==> src/rtl/uirq_pkg.sv <==
/*
 * Constants of the USB endpoint flag and frame-number register block.
 * Assumes a 32-bit APB master; each register takes one aligned word.
 */
//
// Operation
// RULE_01: Frame-number-high shows bits 10 to 8 of the last received frame number in its bits 2 to 0.
// RULE_02: Bits 7 to 3 of frame-number-high read zero and ignore writes.
// RULE_03: The USB interrupt request is high whenever an enabled pending flag is one.
// RULE_04: Reading the flag register clears every flag in it as a side effect. The code clears only the flags that the read returned.
// RULE_05: Software writes neither set nor clear the pending flags.
// RULE_06: Each pending flag has its own enable bit in a separate enable register.
// RULE_07: Software enables the USB interrupt at processor level before expecting service.
// RULE_08: Bits 7 to 4 of the IN-endpoint flag register read zero and ignore writes.
// RULE_09: IN endpoints 3, 2 and 1 hold their pending flags at bits 3, 2 and 1.
// RULE_10: The control endpoint holds its pending flag at bit 0.
// RULE_11: A flag event in the same cycle as a clearing read leaves the flag set.
package uirq_pkg;

   // Register indices; byte address is four times the index
   localparam logic [5:0]  UIRQ_IDX_IN_FLAGS  = 6'h02;
   localparam logic [5:0]  UIRQ_IDX_FRAME_HI  = 6'h0d;
   localparam logic [5:0]  UIRQ_IDX_IN_ENABLE = 6'h07;
   localparam logic [5:0]  UIRQ_IDX_IRQ_STAT  = 6'h10;
   localparam logic [5:0]  UIRQ_IDX_IRQ_MASK  = 6'h11;

   // Register widths and field positions
   localparam int          UIRQ_REG_W         = 8;
   localparam int          UIRQ_NUM_IN_EP     = 4;
   localparam int          UIRQ_FRAME_W       = 11;
   localparam int          UIRQ_FRAME_HI_LSB  = 8;
   localparam int          UIRQ_FRAME_HI_W    = 3;
   localparam int          UIRQ_EV_FLAG_BIT   = 0;
   localparam int          UIRQ_EV_FRAME_BIT  = 1;
   localparam int          UIRQ_EV_W          = 2;

   // Reset values
   localparam logic [7:0]  UIRQ_RST_IN_FLAGS  = 8'h00;
   localparam logic [7:0]  UIRQ_RST_FRAME_HI  = 8'h00;
   localparam logic [7:0]  UIRQ_RST_IN_ENABLE = 8'h0f;
   localparam logic [7:0]  UIRQ_RST_IRQ_STAT  = 8'h00;
   localparam logic [7:0]  UIRQ_RST_IRQ_MASK  = 8'h00;

   // Bus slave states
   typedef enum logic [1:0] {
      UIRQ_ST_IDLE   = 2'b00,
      UIRQ_ST_ANSWER = 2'b01
   } uirq_bus_st_t;

endpackage

==> src/rtl/uirq_reg_if.sv <==
/*
 * Internal register access carrier between the APB slave and the register file.
 * Assumes both ends run on the same system clock.
 */
`timescale 1ns/1ps
interface uirq_reg_if;
   logic [5:0] idx;        // Register index
   logic [7:0] wdata;      // Low byte of write data
   logic       capture;    // Access phase, first cycle
   logic       commit;     // Completing edge of the transfer
   logic       write;      // Direction
   logic [7:0] rdata;      // Read value of the addressed register
   logic       hit;        // Address is mapped

   modport bus  (output idx, wdata, capture, commit, write, input rdata, hit);
   modport regs (input idx, wdata, capture, commit, write, output rdata, hit);
endinterface

==> src/rtl/uirq_flag_bank.sv <==
/*
 * Bank of sticky flags: hardware sets, a clear mask drops them.
 * Assumes clear masks are one-cycle pulses from the register file.
 */
`timescale 1ns/1ps
module uirq_flag_bank #(
   parameter int          W       = 4,
   parameter logic [7:0]  RST_VAL = 8'h00
) (
   // Clock and reset
   input  wire logic         clk_sys_in,
   input  wire logic         rst_b_in,
   // Set and clear
   input  wire logic [W-1:0] set_in,
   input  wire logic [W-1:0] clr_in,
   // State
   output logic      [W-1:0] flags_out
);
   logic [W-1:0] flags_r;
   logic [W-1:0] flags_nxt;

   // Bank cannot exceed one register byte
   if (W < 1 || W > 8)
      $error("flag bank width out of range");

   // One bit per flag; a set in the clear cycle survives
   for (genvar i = 0; i < W; i++)
   begin : g_bit
      always_comb
      begin
         flags_nxt[i] = (flags_r[i] & ~clr_in[i]) | set_in[i]; // RULE_11
      end
   end

   // Registered state
   always_ff @(posedge clk_sys_in or negedge rst_b_in)
   begin
      if (!rst_b_in)
         flags_r <= RST_VAL[W-1:0];
      else
         flags_r <= flags_nxt;
   end

   assign flags_out = flags_r;
endmodule

==> src/rtl/uirq_apb_slave.sv <==
/*
 * APB slave front end: one answer cycle after the first access cycle.
 * Assumes an APB3 master; data lanes above bit 7 are ignored on writes.
 */
`timescale 1ns/1ps
module uirq_apb_slave
   import uirq_pkg::*;
(
   // Clock and reset
   input  wire logic        clk_sys_in,
   input  wire logic        rst_b_in,
   // APB
   input  wire logic        psel_in,
   input  wire logic        penable_in,
   input  wire logic        pwrite_in,
   input  wire logic [7:0]  paddr_in,
   input  wire logic [31:0] pwdata_in,
   output logic             pready_out,
   output logic [31:0]      prdata_out,
   output logic             pslverr_out,
   // Register side
   uirq_reg_if.bus          rif
);
   import uirq_pkg::*;

   uirq_bus_st_t st_r;
   uirq_bus_st_t st_nxt;
   logic         pready_r;
   logic         pready_nxt;
   logic [31:0]  prdata_r;
   logic [31:0]  prdata_nxt;
   logic         pslverr_r;
   logic         pslverr_nxt;
   logic         access;

   // Request fields pass straight through; the master holds them
   assign access      = psel_in & penable_in;
   assign rif.idx     = paddr_in[7:2];
   assign rif.wdata   = pwdata_in[7:0];
   assign rif.write   = pwrite_in;
   assign rif.capture = access & (st_r == UIRQ_ST_IDLE);
   assign rif.commit  = access & (st_r == UIRQ_ST_ANSWER) & rif.hit;

   // Read data sampled a cycle early so pready and prdata leave flops
   always_comb
   begin
      st_nxt      = st_r;
      pready_nxt  = 1'b0;
      prdata_nxt  = prdata_r;
      pslverr_nxt = 1'b0;
      case (st_r)
         UIRQ_ST_IDLE:
         begin
            if (access)
            begin
               st_nxt      = UIRQ_ST_ANSWER;
               pready_nxt  = 1'b1;
               pslverr_nxt = ~rif.hit;
               prdata_nxt  = pwrite_in ? 32'h0000_0000 : {24'h00_0000, rif.rdata};
            end
         end
         UIRQ_ST_ANSWER:
         begin
            st_nxt = UIRQ_ST_IDLE;
         end
         default:
         begin
            st_nxt = UIRQ_ST_IDLE;
         end
      endcase
   end

   always_ff @(posedge clk_sys_in or negedge rst_b_in)
   begin
      if (!rst_b_in)
      begin
         st_r      <= UIRQ_ST_IDLE;
         pready_r  <= 1'b0;
         prdata_r  <= 32'h0000_0000;
         pslverr_r <= 1'b0;
      end
      else
      begin
         st_r      <= st_nxt;
         pready_r  <= pready_nxt;
         prdata_r  <= prdata_nxt;
         pslverr_r <= pslverr_nxt;
      end
   end

   assign pready_out  = pready_r;
   assign prdata_out  = prdata_r;
   assign pslverr_out = pslverr_r;
endmodule

==> src/rtl/uirq_top.sv <==
/*
 * USB endpoint interrupt-pending flags, frame-number-high register,
 * per-flag enables, the USB interrupt request and a system event
 * status/mask pair, all reached over APB.
 * Assumes flag events and frame strobes are synchronous one-cycle pulses
 * from the protocol engine on the same clock.
 */
`timescale 1ns/1ps
module uirq_top #(
   parameter int NUM_IN_EP = uirq_pkg::UIRQ_NUM_IN_EP
) (
   // Clock and reset
   input  wire logic                              clk_sys_in,
   input  wire logic                              rst_b_in,
   // APB
   input  wire logic                              psel_in,
   input  wire logic                              penable_in,
   input  wire logic                              pwrite_in,
   input  wire logic [7:0]                        paddr_in,
   input  wire logic [31:0]                       pwdata_in,
   output logic                                   pready_out,
   output logic [31:0]                            prdata_out,
   output logic                                   pslverr_out,
   // Protocol engine events
   input  wire logic [NUM_IN_EP-1:0]              in_ep_event_in,
   input  wire logic                              frame_valid_in,
   input  wire logic [uirq_pkg::UIRQ_FRAME_W-1:0] frame_number_in,
   // Interrupts
   output logic                                   usb_irq_out,
   output logic                                   irq_out
);
   import uirq_pkg::*;

   // Flag bank layout must fit the IN-endpoint register
   if (NUM_IN_EP != UIRQ_NUM_IN_EP)
      $error("NUM_IN_EP must equal the IN-endpoint register layout");

   uirq_reg_if rif ();

   // Register file state
   logic [NUM_IN_EP-1:0]       flags;
   logic [NUM_IN_EP-1:0]       flags_clr;
   logic [NUM_IN_EP-1:0]       snap_r;
   logic [NUM_IN_EP-1:0]       snap_nxt;
   logic [UIRQ_FRAME_HI_W-1:0] frame_hi_r;
   logic [UIRQ_FRAME_HI_W-1:0] frame_hi_nxt;
   logic [NUM_IN_EP-1:0]       enable_r;
   logic [NUM_IN_EP-1:0]       enable_nxt;
   logic [UIRQ_EV_W-1:0]       ev_stat;
   logic [UIRQ_EV_W-1:0]       ev_set;
   logic [UIRQ_EV_W-1:0]       ev_clr;
   logic [UIRQ_EV_W-1:0]       ev_mask_r;
   logic [UIRQ_EV_W-1:0]       ev_mask_nxt;
   logic                       usb_irq_r;
   logic                       usb_irq_nxt;
   logic                       irq_r;
   logic                       irq_nxt;
   logic                       wr_commit;
   logic                       rd_commit;

   // Bus front end
   uirq_apb_slave u_apb (
      .clk_sys_in  (clk_sys_in),
      .rst_b_in    (rst_b_in),
      .psel_in     (psel_in),
      .penable_in  (penable_in),
      .pwrite_in   (pwrite_in),
      .paddr_in    (paddr_in),
      .pwdata_in   (pwdata_in),
      .pready_out  (pready_out),
      .prdata_out  (prdata_out),
      .pslverr_out (pslverr_out),
      .rif         (rif.bus)
   );

   // Endpoint pending flags: set by the engine only
   uirq_flag_bank #(
      .W       (NUM_IN_EP),
      .RST_VAL (UIRQ_RST_IN_FLAGS)
   ) u_in_flags (
      .clk_sys_in (clk_sys_in),
      .rst_b_in   (rst_b_in),
      .set_in     (in_ep_event_in),  // RULE_05
      .clr_in     (flags_clr),
      .flags_out  (flags)
   );

   // System event status, cleared by writing ones
   uirq_flag_bank #(
      .W       (UIRQ_EV_W),
      .RST_VAL (UIRQ_RST_IRQ_STAT)
   ) u_ev_stat (
      .clk_sys_in (clk_sys_in),
      .rst_b_in   (rst_b_in),
      .set_in     (ev_set),
      .clr_in     (ev_clr),
      .flags_out  (ev_stat)
   );

   // Commit strobes split by direction
   assign wr_commit = rif.commit & rif.write;
   assign rd_commit = rif.commit & ~rif.write;

   // Read of the flag register clears only what that read returned,
   // so a flag raised between sampling and completion is not lost
   always_comb
   begin
      flags_clr = '0;
      if (rd_commit && rif.idx == UIRQ_IDX_IN_FLAGS)
         flags_clr = snap_r;  // RULE_04
   end

   // Snapshot of the flags at the sampling cycle of a read
   always_comb
   begin
      snap_nxt = snap_r;
      if (rif.capture)
         snap_nxt = flags;
   end

   always_ff @(posedge clk_sys_in or negedge rst_b_in)
   begin
      if (!rst_b_in)
         snap_r <= '0;
      else
         snap_r <= snap_nxt;
   end

   // Frame-number high bits latched on every received frame
   always_comb
   begin
      frame_hi_nxt = frame_hi_r;
      if (frame_valid_in)
         frame_hi_nxt = frame_number_in[UIRQ_FRAME_HI_LSB +: UIRQ_FRAME_HI_W];  // RULE_01
   end

   always_ff @(posedge clk_sys_in or negedge rst_b_in)
   begin
      if (!rst_b_in)
         frame_hi_r <= UIRQ_RST_FRAME_HI[UIRQ_FRAME_HI_W-1:0];
      else
         frame_hi_r <= frame_hi_nxt;
   end

   // Software-written enables and event mask
   always_comb
   begin
      enable_nxt  = enable_r;
      ev_mask_nxt = ev_mask_r;
      ev_clr      = '0;
      if (wr_commit)
      begin
         case (rif.idx)
            UIRQ_IDX_IN_ENABLE: enable_nxt  = rif.wdata[NUM_IN_EP-1:0];  // RULE_06
            UIRQ_IDX_IRQ_MASK:  ev_mask_nxt = rif.wdata[UIRQ_EV_W-1:0];
            UIRQ_IDX_IRQ_STAT:  ev_clr      = rif.wdata[UIRQ_EV_W-1:0];
            default:            enable_nxt  = enable_r;
         endcase
      end
   end

   always_ff @(posedge clk_sys_in or negedge rst_b_in)
   begin
      if (!rst_b_in)
      begin
         enable_r  <= UIRQ_RST_IN_ENABLE[NUM_IN_EP-1:0];
         ev_mask_r <= UIRQ_RST_IRQ_MASK[UIRQ_EV_W-1:0];
      end
      else
      begin
         enable_r  <= enable_nxt;
         ev_mask_r <= ev_mask_nxt;
      end
   end

   // Events that feed the system status register
   always_comb
   begin
      ev_set                    = '0;
      ev_set[UIRQ_EV_FLAG_BIT]  = |in_ep_event_in;
      ev_set[UIRQ_EV_FRAME_BIT] = frame_valid_in;
   end

   // Read multiplexer; unused upper bits read zero
   always_comb
   begin
      rif.rdata = 8'h00;
      rif.hit   = 1'b1;
      case (rif.idx)
         UIRQ_IDX_IN_FLAGS:
            rif.rdata[NUM_IN_EP-1:0] = flags;  // RULE_08 RULE_09 RULE_10
         UIRQ_IDX_FRAME_HI:
            rif.rdata[UIRQ_FRAME_HI_W-1:0] = frame_hi_r;  // RULE_02
         UIRQ_IDX_IN_ENABLE:
            rif.rdata[NUM_IN_EP-1:0] = enable_r;
         UIRQ_IDX_IRQ_STAT:
            rif.rdata[UIRQ_EV_W-1:0] = ev_stat;
         UIRQ_IDX_IRQ_MASK:
            rif.rdata[UIRQ_EV_W-1:0] = ev_mask_r;
         default:
            rif.hit = 1'b0;
      endcase
   end

   // Request lines; one cycle behind the flags to leave a flop
   always_comb
   begin
      usb_irq_nxt = |(flags & enable_r);  // RULE_03
      irq_nxt     = |(ev_stat & ev_mask_r);
   end

   always_ff @(posedge clk_sys_in or negedge rst_b_in)
   begin
      if (!rst_b_in)
      begin
         usb_irq_r <= 1'b0;
         irq_r     <= 1'b0;
      end
      else
      begin
         usb_irq_r <= usb_irq_nxt;
         irq_r     <= irq_nxt;
      end
   end

   assign usb_irq_out = usb_irq_r;
   assign irq_out     = irq_r;
endmodule

==> config.mk <==
export PLATFORM = sky130hd
export DESIGN_NAME = uirq_top
export DESIGN_NICKNAME = d
export VERILOG_FILES = /design/src/rtl/uirq_pkg.sv /design/src/rtl/uirq_reg_if.sv /design/src/rtl/uirq_flag_bank.sv /design/src/rtl/uirq_apb_slave.sv /design/src/rtl/uirq_top.sv
export SDC_FILE = /design/constraint.sdc
export NUM_CORES = 1
export LEC_CHECK = 0
export BUFFER_PORTS_ARGS = -buffer_cell sky130_fd_sc_hd__buf_4
export CORE_AREA = 4 4 66 68
export CTS_BUF_LIST = sky130_fd_sc_hd__clkbuf_8
export DETAILED_ROUTE_END_ITERATION = 10
export DIE_AREA = 0 0 70 72
export GPL_TIMING_DRIVEN = 0
export HOLD_SLACK_MARGIN = 0.05
export PLACE_DENSITY = 0.88
export SLEW_MARGIN = 20
export SYNTH_ARGS = -nofsm -noshare
export SYNTH_HDL_FRONTEND = slang
export SYNTH_HIERARCHICAL = 1
export SYNTH_SLANG_ARGS = --single-unit
==> constraint.sdc <==
create_clock -name clk_sys_in -period 3.11 [get_ports clk_sys_in]
set_input_delay 0.1555 -clock clk_sys_in [delete_from_list [all_inputs] [get_ports clk_sys_in]]
set_output_delay 0.1555 -clock clk_sys_in [all_outputs]
set_load 0.02 [all_outputs]
# Word level (Yosys, flattened, before mapping)
# Cells that the tools add are included.
dict set report op_classes {
  eq_ne 7
  muxes 14
  n_bitwise 28
  reduce_logical 9
}
# cell n
set op_table {}
lappend op_table {{AND 1 bit} 12}
lappend op_table {{== test 6 x 5 -> 1 bit, second input constant} 2}
lappend op_table {{case mux 2 bit (5 select lines)} 1}
lappend op_table {{2-to-1 mux 2 bit} 4}
lappend op_table {{2-to-1 mux 4 bit} 2}
lappend op_table {{inverter 1 bit} 8}
lappend op_table {{OR reduction 4 bit} 2}
lappend op_table {{== test 6 x 2 -> 1 bit, second input constant} 1}
lappend op_table {{== test 6 x 3 -> 1 bit, second input constant} 1}
lappend op_table {{== test 6 x 4 -> 1 bit, second input constant} 1}
lappend op_table {{bitwise OR 1 bit} 6}
lappend op_table {{AND reduction 2 bit} 3}
lappend op_table {{2-to-1 mux 1 bit} 5}
lappend op_table {{OR reduction 5 bit} 1}
lappend op_table {{AND 4 bit} 1}
lappend op_table {{case mux 1 bit (3 select lines)} 1}
lappend op_table {{AND 2 bit} 1}
lappend op_table {{== test 2 x 1 -> 1 bit, second input constant} 1}
lappend op_table {{zero test 2 bit} 1}
lappend op_table {{!= test 2 x 1 -> 1 bit, second input constant} 1}
lappend op_table {{case mux 1 bit (2 select lines)} 1}
lappend op_table {{OR reduction 2 bit} 1}
lappend op_table {{logical AND 1 bit} 1}
dict set report word_totals {
  register_bits 57
  inputBits 61
  elab_cells 70
}

# Logic depth before layout (Yosys ltp)
# Gate-level depths: netlist of the first run.
dict set report logic_depth {
  ltp_word 10
  mapped_depth 10
}

# Cells and area by module
# The synthesis of the first run kept the hierarchy.
# mod instances cells_per_inst area_each_um2
set modules_own_cells {}
lappend modules_own_cells {uirq_top 1 75 883.3}
lappend modules_own_cells {uirq_apb_slave 1 72 788.3}
lappend modules_own_cells {{uirq_flag_bank (u_in_flags)} 1 12 145.1}
lappend modules_own_cells {{uirq_flag_bank (u_ev_stat)} 1 6 72.6}

# Worst setup path before layout of the first run
# OpenSTA, ideal clock, no wires.
dict set report synth_path {
  path_kind {input to register}
  start {in paddr_in[7]}
  end {reg enable_r[0]}
  t_arrival_ns 2.219
  setup_slack_ns 0.809
  path_stages 8
  path_buffers 1
  cell_sequence {buf_4 > or4b_4 > or3_4 > nand4b_1 > and4_2 > nand2_1 > nor3_4 > mux2_2}
}
dict set report synth_via {
  elab_chain_cells 6
  word_cells_on_any_way 10
}
# element line
set synth_lines {}
lappend synth_lines {{start, declared} uirq_top.sv:19} ;# input wire logic [7:0] paddr_in,
lappend synth_lines {{== test 6 x 2 -> 1 bit (tied with other cells)} uirq_top.sv:189} ;# case (rif.idx)
lappend synth_lines {{OR reduction 5 bit (no source line) *} --}
lappend synth_lines {{2-to-1 mux 1 bit *} uirq_top.sv:189}
lappend synth_lines {{net rif.hit} uirq_reg_if.sv:13} ;# logic hit;
lappend synth_lines {{AND 1 bit *} uirq_apb_slave.sv:42} ;# assign rif.commit = access & (st_r == UIRQ_ST_ANSWER) & rif.hit;
lappend synth_lines {{net rif.commit} uirq_reg_if.sv:10} ;# logic commit;
lappend synth_lines {{AND 1 bit *} uirq_top.sv:101} ;# assign wr_commit = rif.commit & rif.write;
lappend synth_lines {{AND reduction 2 bit (no source line) *} --}
lappend synth_lines {{end signal, assigned} uirq_top.sv:166} ;# enable_r <= UIRQ_RST_IN_ENABLE[NUM_IN_EP-1:0];
lappend synth_lines {{end signal, assigned} uirq_top.sv:171} ;# enable_r <= enable_nxt;
lappend synth_lines {{end, declared} uirq_top.sv:47} ;# logic [NUM_IN_EP-1:0] enable_r;
# The timed path passes the listed nets; every way through them passes the cells marked *.
# A chain may end at the register's enable or synchronous reset.

# Final worst setup path of the first run
dict set report layout_path {
  start {in paddr_in[7]}
  end {reg enable_r[3]}
}
# The elaborated chain is that of the path after synthesis.

==> summary.md, run 1 <==
| Metric | Value |
|---|---|
| Outcome | finished clean |
| Die height | 72 um |
| CTS Buf Count | 5 |
| H-tree depth | 2 |
| Total power | 934 uW |
| Die Wd | 70 um |
| Net Sw Power | 243 uW |
| Layout area overhead | 24.1% |
| Post-Synthesis Cell Area | around 1900 sq um |
| Setup TNS Final | 0 ps |
| Total track usage | between 10 and 15% |
| Drc violations | 0 |
| Post-CTS sizing | 0 |
| # rows | 23 |
| Worst Path Class, Setup | in2reg |
| YS warnings | 6 |
| CP Max Fanout | 6 |
| Period minus WS final | roughly 2200 ps |
| Starting Density | roughly half |
| Fin. Hold Viols | 0 |
| Pre-antenna DRT Iters | 4 |
| I/O Pins | slightly below 100 |
| CTS tree | yes |
| Clk_lat worst skew | ~280 ps |
| Routed vias | about 1300 |
| First-pass GRT wire length | ~5.5 mm |
| Internal power | 691 uW |
| Clk_skew | 7.41 ps |
| Logic pwr share | approximately 18% |
| Antenna violations before repair | 0 |
| Critical-path cell list | buf_4, or4b_4, or3_4, nand4b_1, and4_2, nand2_1, nor3_4, mux2_2 |
| Slowest stage cell, crit path | or4b_4 |
| Top cell family by delay on the critical path | simple AND/OR/NAND/NOR gates |
| Clock sinks | 32 |
| Leakage | about 0.0011 uW |
| Gpl congestion | around 0.84 |
| Final setup fails | 0 |
| Clk pin slew, worst setup/hold paths | about 70 ps |
| Sequential share of power | 47.1% |
| Clock network power share | a little over a third |
| Final worst-path cycle share | 71.6% |
| CTS Root Buffer Type | clkbuf_8 |
| Die area | between 5000 and 6000 sq um |
| Core footprint | about 3900 sq um |
| Final slew viol count | 0 |
| Pin count of the biggest net entering global routing | 33 |
| Layout fillers | between 300 and 400 |
| Critical path startpoint category | input port |
| Post-Route Utilization | between 50% and 60% |
| Switching share of power | around a quarter |
| Postcts setup bufs | 0 |
| GRT Residual Overflow | 0 |
| Max clock buf depth | 2 |
| Worst-margin pin slew | slightly below 600 ps |
| Post-Syn Instances | 161 |
| Number of port buffers | 24 |
| FMAX | between 400 and 500 MHz |
| Hold crit path type | in2reg |
| Highest cell delay on the worst timing path | between 500 and 600 ps |
| Post-route ant nets | 0 |
| Fin nets | 280 |
| Data arrival time of the worst path | approximately 2400 ps |
| Drt wl/cell | 12.4 um |
| Iter 0 DRT Violations | 44 |
| Mean Syn Cell Area | ~12 sq um |
| Smallest hold slack | around 69 ps |
| Type of destination of the critical path | register |
| DRT Wirelength | roughly 3.3 mm |
| # diodes | 0 |
| Drt via density | about 4.7 |
| Max Cap Viol | 0 |
| Number of global-route vias before repair | around 1200 |
| Worst vdd ir | roughly 0.28 mV |
| Share of layout cells above drive strength 1 | between 40 and 50% |
| Worst EP required | 3310 ps |
| Slew headroom | ~60% |
| Pwr dens | a little over 400 nW/um^2 |
| Worst path bufs/invs | 1 |
| RSZ-0062 raised after global routing | false |
| DP Wirelength | between 2 and 3 mm |
[per-stage QoR]
stage / setup slack (ps) / std cells / cell area, sq um
5_1_grt: 829 / 270 / 2310
2_1_floorplan: 809 / 187 / 1960
6_report: 884 / 270 / 2310
4_1_cts: 896 / 270 / 2310
3_3_place_gp: 634 / 261 / 2200
3_5_place_dp: 611 / 261 / 2200
[power groups by stage]
stage               sequential, uW  combinational, uW  clock [uW]
global placement               447                159           0
finish                         440                163         331
global route                   441                176         359
detailed placement             447                161           0
floorplan                      458                102           0
CTS                            440                163         341
[sequential cells by signal, indices dropped and copies added, names as in the netlist]
signal	flops
u_apb/pready_out	1
enable_r	4
u_apb/prdata_out	8
irq_out	1
u_in_flags/flags_out	4
u_apb/st_r	1
u_ev_stat/flags_out	2
frame_hi_r	3
snap_r	4
ev_mask_r	2
usb_irq_out	1
u_apb/pslverr_out	1
[final cells by class]
type / count / area, sq um / area share, %
Multi-Input combinational cell: 108 / 836 / 36.2
Sequential cell: 32 / 806 / 34.9
Buffer: 37 / 278 / 12.0
Timing Repair Buffer: 25 / 190 / 8.24
Clock buffer: 6 / 82.6 / 3.58
Tap cell: 50 / 62.6 / 2.71
Inverter: 10 / 37.5 / 1.63
Clock inverter: 2 / 15.0 / 0.651
[layout by cell type, fill, tap and decap left out, types with 4 or more instances in the layout]
cell type / count
buf_4: 59
dfrtp_1: 28
conb_1: 28
mux2_2: 15
inv_1: 10
nor2b_1: 9
mux2_4: 8
clkbuf_8: 6
a21o_1: 6
and4b_1: 5
nand3_1: 4
nand2_1: 4
dfstp_2: 4
[routing by layer]
layer | wire [um] | share of wire (%) | GRT usage, %
met1 | 1380 | 41 | 16.4
met2 | 1700 | 51 | 23.9
met3 | 215 | 6.4 | 4.16
met4 | 53 | 1.6 | 5.11
met5 | 0 | 0 | 0
[worst paths after layout]
path	from	to	slack, ps	cells past startpoint
setup / recovery	paddr_in[7]	enable_r[3]	880	8
hold / removal	in_ep_event_in[0]	u_in_flags/flags_out[0]	70	2
setup reg to reg	u_apb/st_r[0]	enable_r[3]	1710	4
hold reg to reg	snap_r[3]	snap_r[3]	500	1
max in group asynchronous	rst_b_in	enable_r[3]	2430	2
min in group asynchronous	rst_b_in	u_apb/prdata_out[1]	340	2
[what timing repair did]
item | CTS | global route
endpoints found under the setup margin | 0 | 0
hold buffers | 1 | 0
endpoints found under the hold margin | 28 | 0
Note: power is estimated with default switching activity, not from simulation.
==> run 2: changes to the inputs <==
--- a/config.mk
+++ b/config.mk
@@ -6,13 +6,13 @@
 export NUM_CORES = 1
 export LEC_CHECK = 0
 export BUFFER_PORTS_ARGS = -buffer_cell sky130_fd_sc_hd__buf_4
-export CORE_AREA = 4 4 66 68
+export CORE_AREA = 4 4 73 75
 export CTS_BUF_LIST = sky130_fd_sc_hd__clkbuf_8
 export DETAILED_ROUTE_END_ITERATION = 10
-export DIE_AREA = 0 0 70 72
+export DIE_AREA = 0 0 77 79
 export GPL_TIMING_DRIVEN = 0
 export HOLD_SLACK_MARGIN = 0.05
-export PLACE_DENSITY = 0.88
+export PLACE_DENSITY = 0.76
 export SLEW_MARGIN = 20
 export SYNTH_ARGS = -nofsm -noshare
 export SYNTH_HDL_FRONTEND = slang
==> constraint.sdc (replaced) <==
create_clock -name clk_sys_in -period 2 [get_ports clk_sys_in]
set_input_delay 0.1 -clock clk_sys_in [delete_from_list [all_inputs] [get_ports clk_sys_in]]
set_output_delay 0.1 -clock clk_sys_in [all_outputs]
set_load 0.02 [all_outputs]
==> run 2 against run 1 <==
  * The flow now finishes with violations (negative setup slack)
  * Clock skew is 0.66 ps lower
  * Count of clock-buffer cells in the layout increased by 1
  * Core utilization decreased by 6.7 points
  * Register-to-register slack got worse by 1100 ps
  * Critical endpoint unchanged
==> summary.md, run 2 (synthesis gave the netlist of run 1 again) <==
| Metric | Value |
|---|---|
| Outcome | finished, violations left |
| Failing checks | negative setup slack |
| CTS Buf Count | 5 (unchanged) |
| Final worst-path cycle share | 100% |
| Layout fillers | 398 (+20%) |
| Max Cap Viol | 0 (unchanged) |
| FMAX | around 500 MHz |
| GRT Residual Overflow | 0 (unchanged) |
| Met3 routed WL | 239 um (+11%) |
| Reg2reg setup slack | 610 ps (-1100 ps) |
| Clk_skew | 6.75 ps (-0.663 ps) |
| Drt via density | 4.39 (-6.3%) |
| Post-DP Area | 2220 sq um (+1.1%) |
| Top Metal Used | met4 |
| R2R depth | 5 (+1) |
| Post-Route M1 WL | 1.47 mm (+6.7%) |
| CP Max Fanout | 4 (-2) |
| Commonest non-fill, non-tap cell in the layout | buf_4 |
| Setup slack after layout | -7.48 ps (-892 ps) |
| Multi-input logic area | 865 sq um (+3.4%) |
| Fin cells | 285 (+5.6%) |
| Most frequent cells in the layout | 62 x buf_4, 28 x dfrtp_1, 28 x conb_1 |
| # rows | 25 (+8.7%) |
| Period minus WS final | around 2000 ps |
| Clock sinks | 32 (unchanged) |
| Final setup fails | 1 (+1) |
| I/O Pins | 97 (unchanged) |
| Final slew viol count | 0 (unchanged) |
| Clk pin slew, worst setup/hold paths | 60 ps (about the same) |
| H-tree depth | 2 (unchanged) |
| CTS tree | yes |
| Clk_lat worst skew | 280 ps (about the same) |
| Share of layout cells above drive strength 1 | 48.1% (+1.2 points) |
| DP Wirelength | 2.68 mm (+2.2%) |
| Data arrival time of the worst path | 2220 ps (-200 ps) |
| Register Area | 806 sq um (unchanged) |
| Max clock buf depth | 2 (unchanged) |
| Worst Path Class, Setup | in2reg |
| Die height | 79 um (+9.7%) |
| Type of destination of the critical path | register |
| Gpl congestion | 0.859 (+2.5%) |
| Core footprint | 4660 sq um (+21%) |
| Pin count of the biggest net entering global routing | 33 (unchanged) |
| Pre-antenna DRT Iters | 4 (unchanged) |
| RSZ-0062 raised after global routing | true |
| Drt wl/cell | 12.3 um (-0.68%) |
| Fin. Hold Viols | 0 (unchanged) |
| Worst vdd ir | 0.229 mV (-18%) |
| Hold Path Stages | 2 (unchanged) |
| Leakage | 0.00122 uW (+7.7%) |
| Finished Cell Area | 2480 sq um (+7.4%) |
| Hold EP | enable_r[2] |
| Layout area overhead | 33.3% |
| Iter 0 DRT Violations | 46 (+4.5%) |
| Smallest hold slack | 52.7 ps (-16.6 ps) |
| Met2 wire length | 1.73 mm (+1.8%) |
| Critical path startpoint category | input port |
| R2R Path Start | u_ev_stat/flags_out[0] |
| Number of global-route vias before repair | 1231 (+4.1%) |
| Post-route ant nets | 0 (unchanged) |
| Die area | 6080 sq um (+21%) |
| Total track usage | 11.9% (-1.9 points) |
| Starting Density | 39.9% (-8.3 points) |
| Number of port buffers | 24 (unchanged) |
| Fin nets | 291 (+3.9%) |
| First-pass GRT wire length | 5.64 mm (+2.8%) |
| Die Wd | 77 um (+10%) |
| Drc violations | 0 (unchanged) |
| Pwr dens | 656 nW/um^2 (+62%) |
| CTS Root Buffer Type | clkbuf_8 |
| Worst r2r dst | u_apb/prdata_out[0] |
| # diodes | 0 (unchanged) |
| Critical hold path startpoint | pwdata_in[2] |
| DRT Wirelength | 3.51 mm (+4.8%) |
| Number of flip-flops in the largest register | 8 (unchanged) |
| Hold crit path type | in2reg |
| Antenna violations before repair | 0 (unchanged) |
| Dpl cells | 265 (+1.5%) |
| Worst EP required | 2210 ps (-1100 ps) |
| Routed vias | 1250 (-1.1%) |
run 2: cell types whose count changed in the layout (fill, tap and decap cells not counted), moves of 2 or more:
cell / previous run / this run
mux2_4: 8 / 11
dlygate4sd3_1: 1 / 7
clkinvlp_4: 2 / 0
buf_4: 59 / 62
mux2_2: 15 / 12
run 2: worst max path at each step:
stage | endpoint | cells past startpoint | slack, ps | startpoint
global route | enable_r[3] | 8 | -80 | paddr_in[6]
finish | enable_r[3] | 8 | -7 | paddr_in[6]
detailed placement | enable_r[0] | 8 | -410 | paddr_in[5]
CTS | enable_r[2] | 8 | 9 | paddr_in[6]
global placement | enable_r[0] | 8 | -370 | paddr_in[5]
floorplan | enable_r[0] | 8 | -220 | paddr_in[5]
run 2: per-stage QoR:
step / setup WS [ps] / TNS, ps / util, % / power, uW
after floorplan: -218 / -1240 / - / 873
final: -7.48 / -7.48 / 53.2 / 1630
after detailed placement: -408 / -3220 / 47.7 / 949
after CTS: 9.21 / 0 / 52.5 / 1640
after global placement: -369 / -2840 / 47.7 / 946
after global routing: -81.5 / -230 / 53.2 / 1700
run 2: final cells by class:
class	count	share of cell area [%]
plain buffers	37	11.7
clock buffers	7	3.89
clock inverters	1	1.21
inverters	10	1.51
multi-input cells	108	34.9
flip-flops and latches	32	32.5
well taps	54	2.73
repair buffers	36	11.6
run 2: power breakdown:
group | switching (uW) | total, uW | leakage, uW | internal, uW
Clock | 231 | 671 | 0.0000645 | 439
Sequential | 11.7 | 682 | 0.000366 | 671
Combinational | 134 | 273 | 0.000790 | 139
run 2: worst max-delay path: stages:
cell      delay, ps
buf_8            90
or4b_4          530
or3_4           360
nand4b_1        170
and4_4          270
nand2_4          60
nor3_4          250
mux2_2          370
run 2: repair_timing:
action                     CTS  global route
hold buffers                 7             0
cloned                       0             0
setup endpoints to repair    6            10
gates resized for setup      1             4
pin swaps                    4             0
hold endpoints to repair    34             0
buffers inserted             3             2
run 2: per-layer routing:
| layer | vias up | track usage, % |
|---|---|---|
| met3 | 7 | 3.40 |
| met1 | 573 | 14.5 |
| met4 | 0 | 5.87 |
| met2 | 38 | 19.5 |
| li1 | 632 | - |
| met5 | - | 0 |
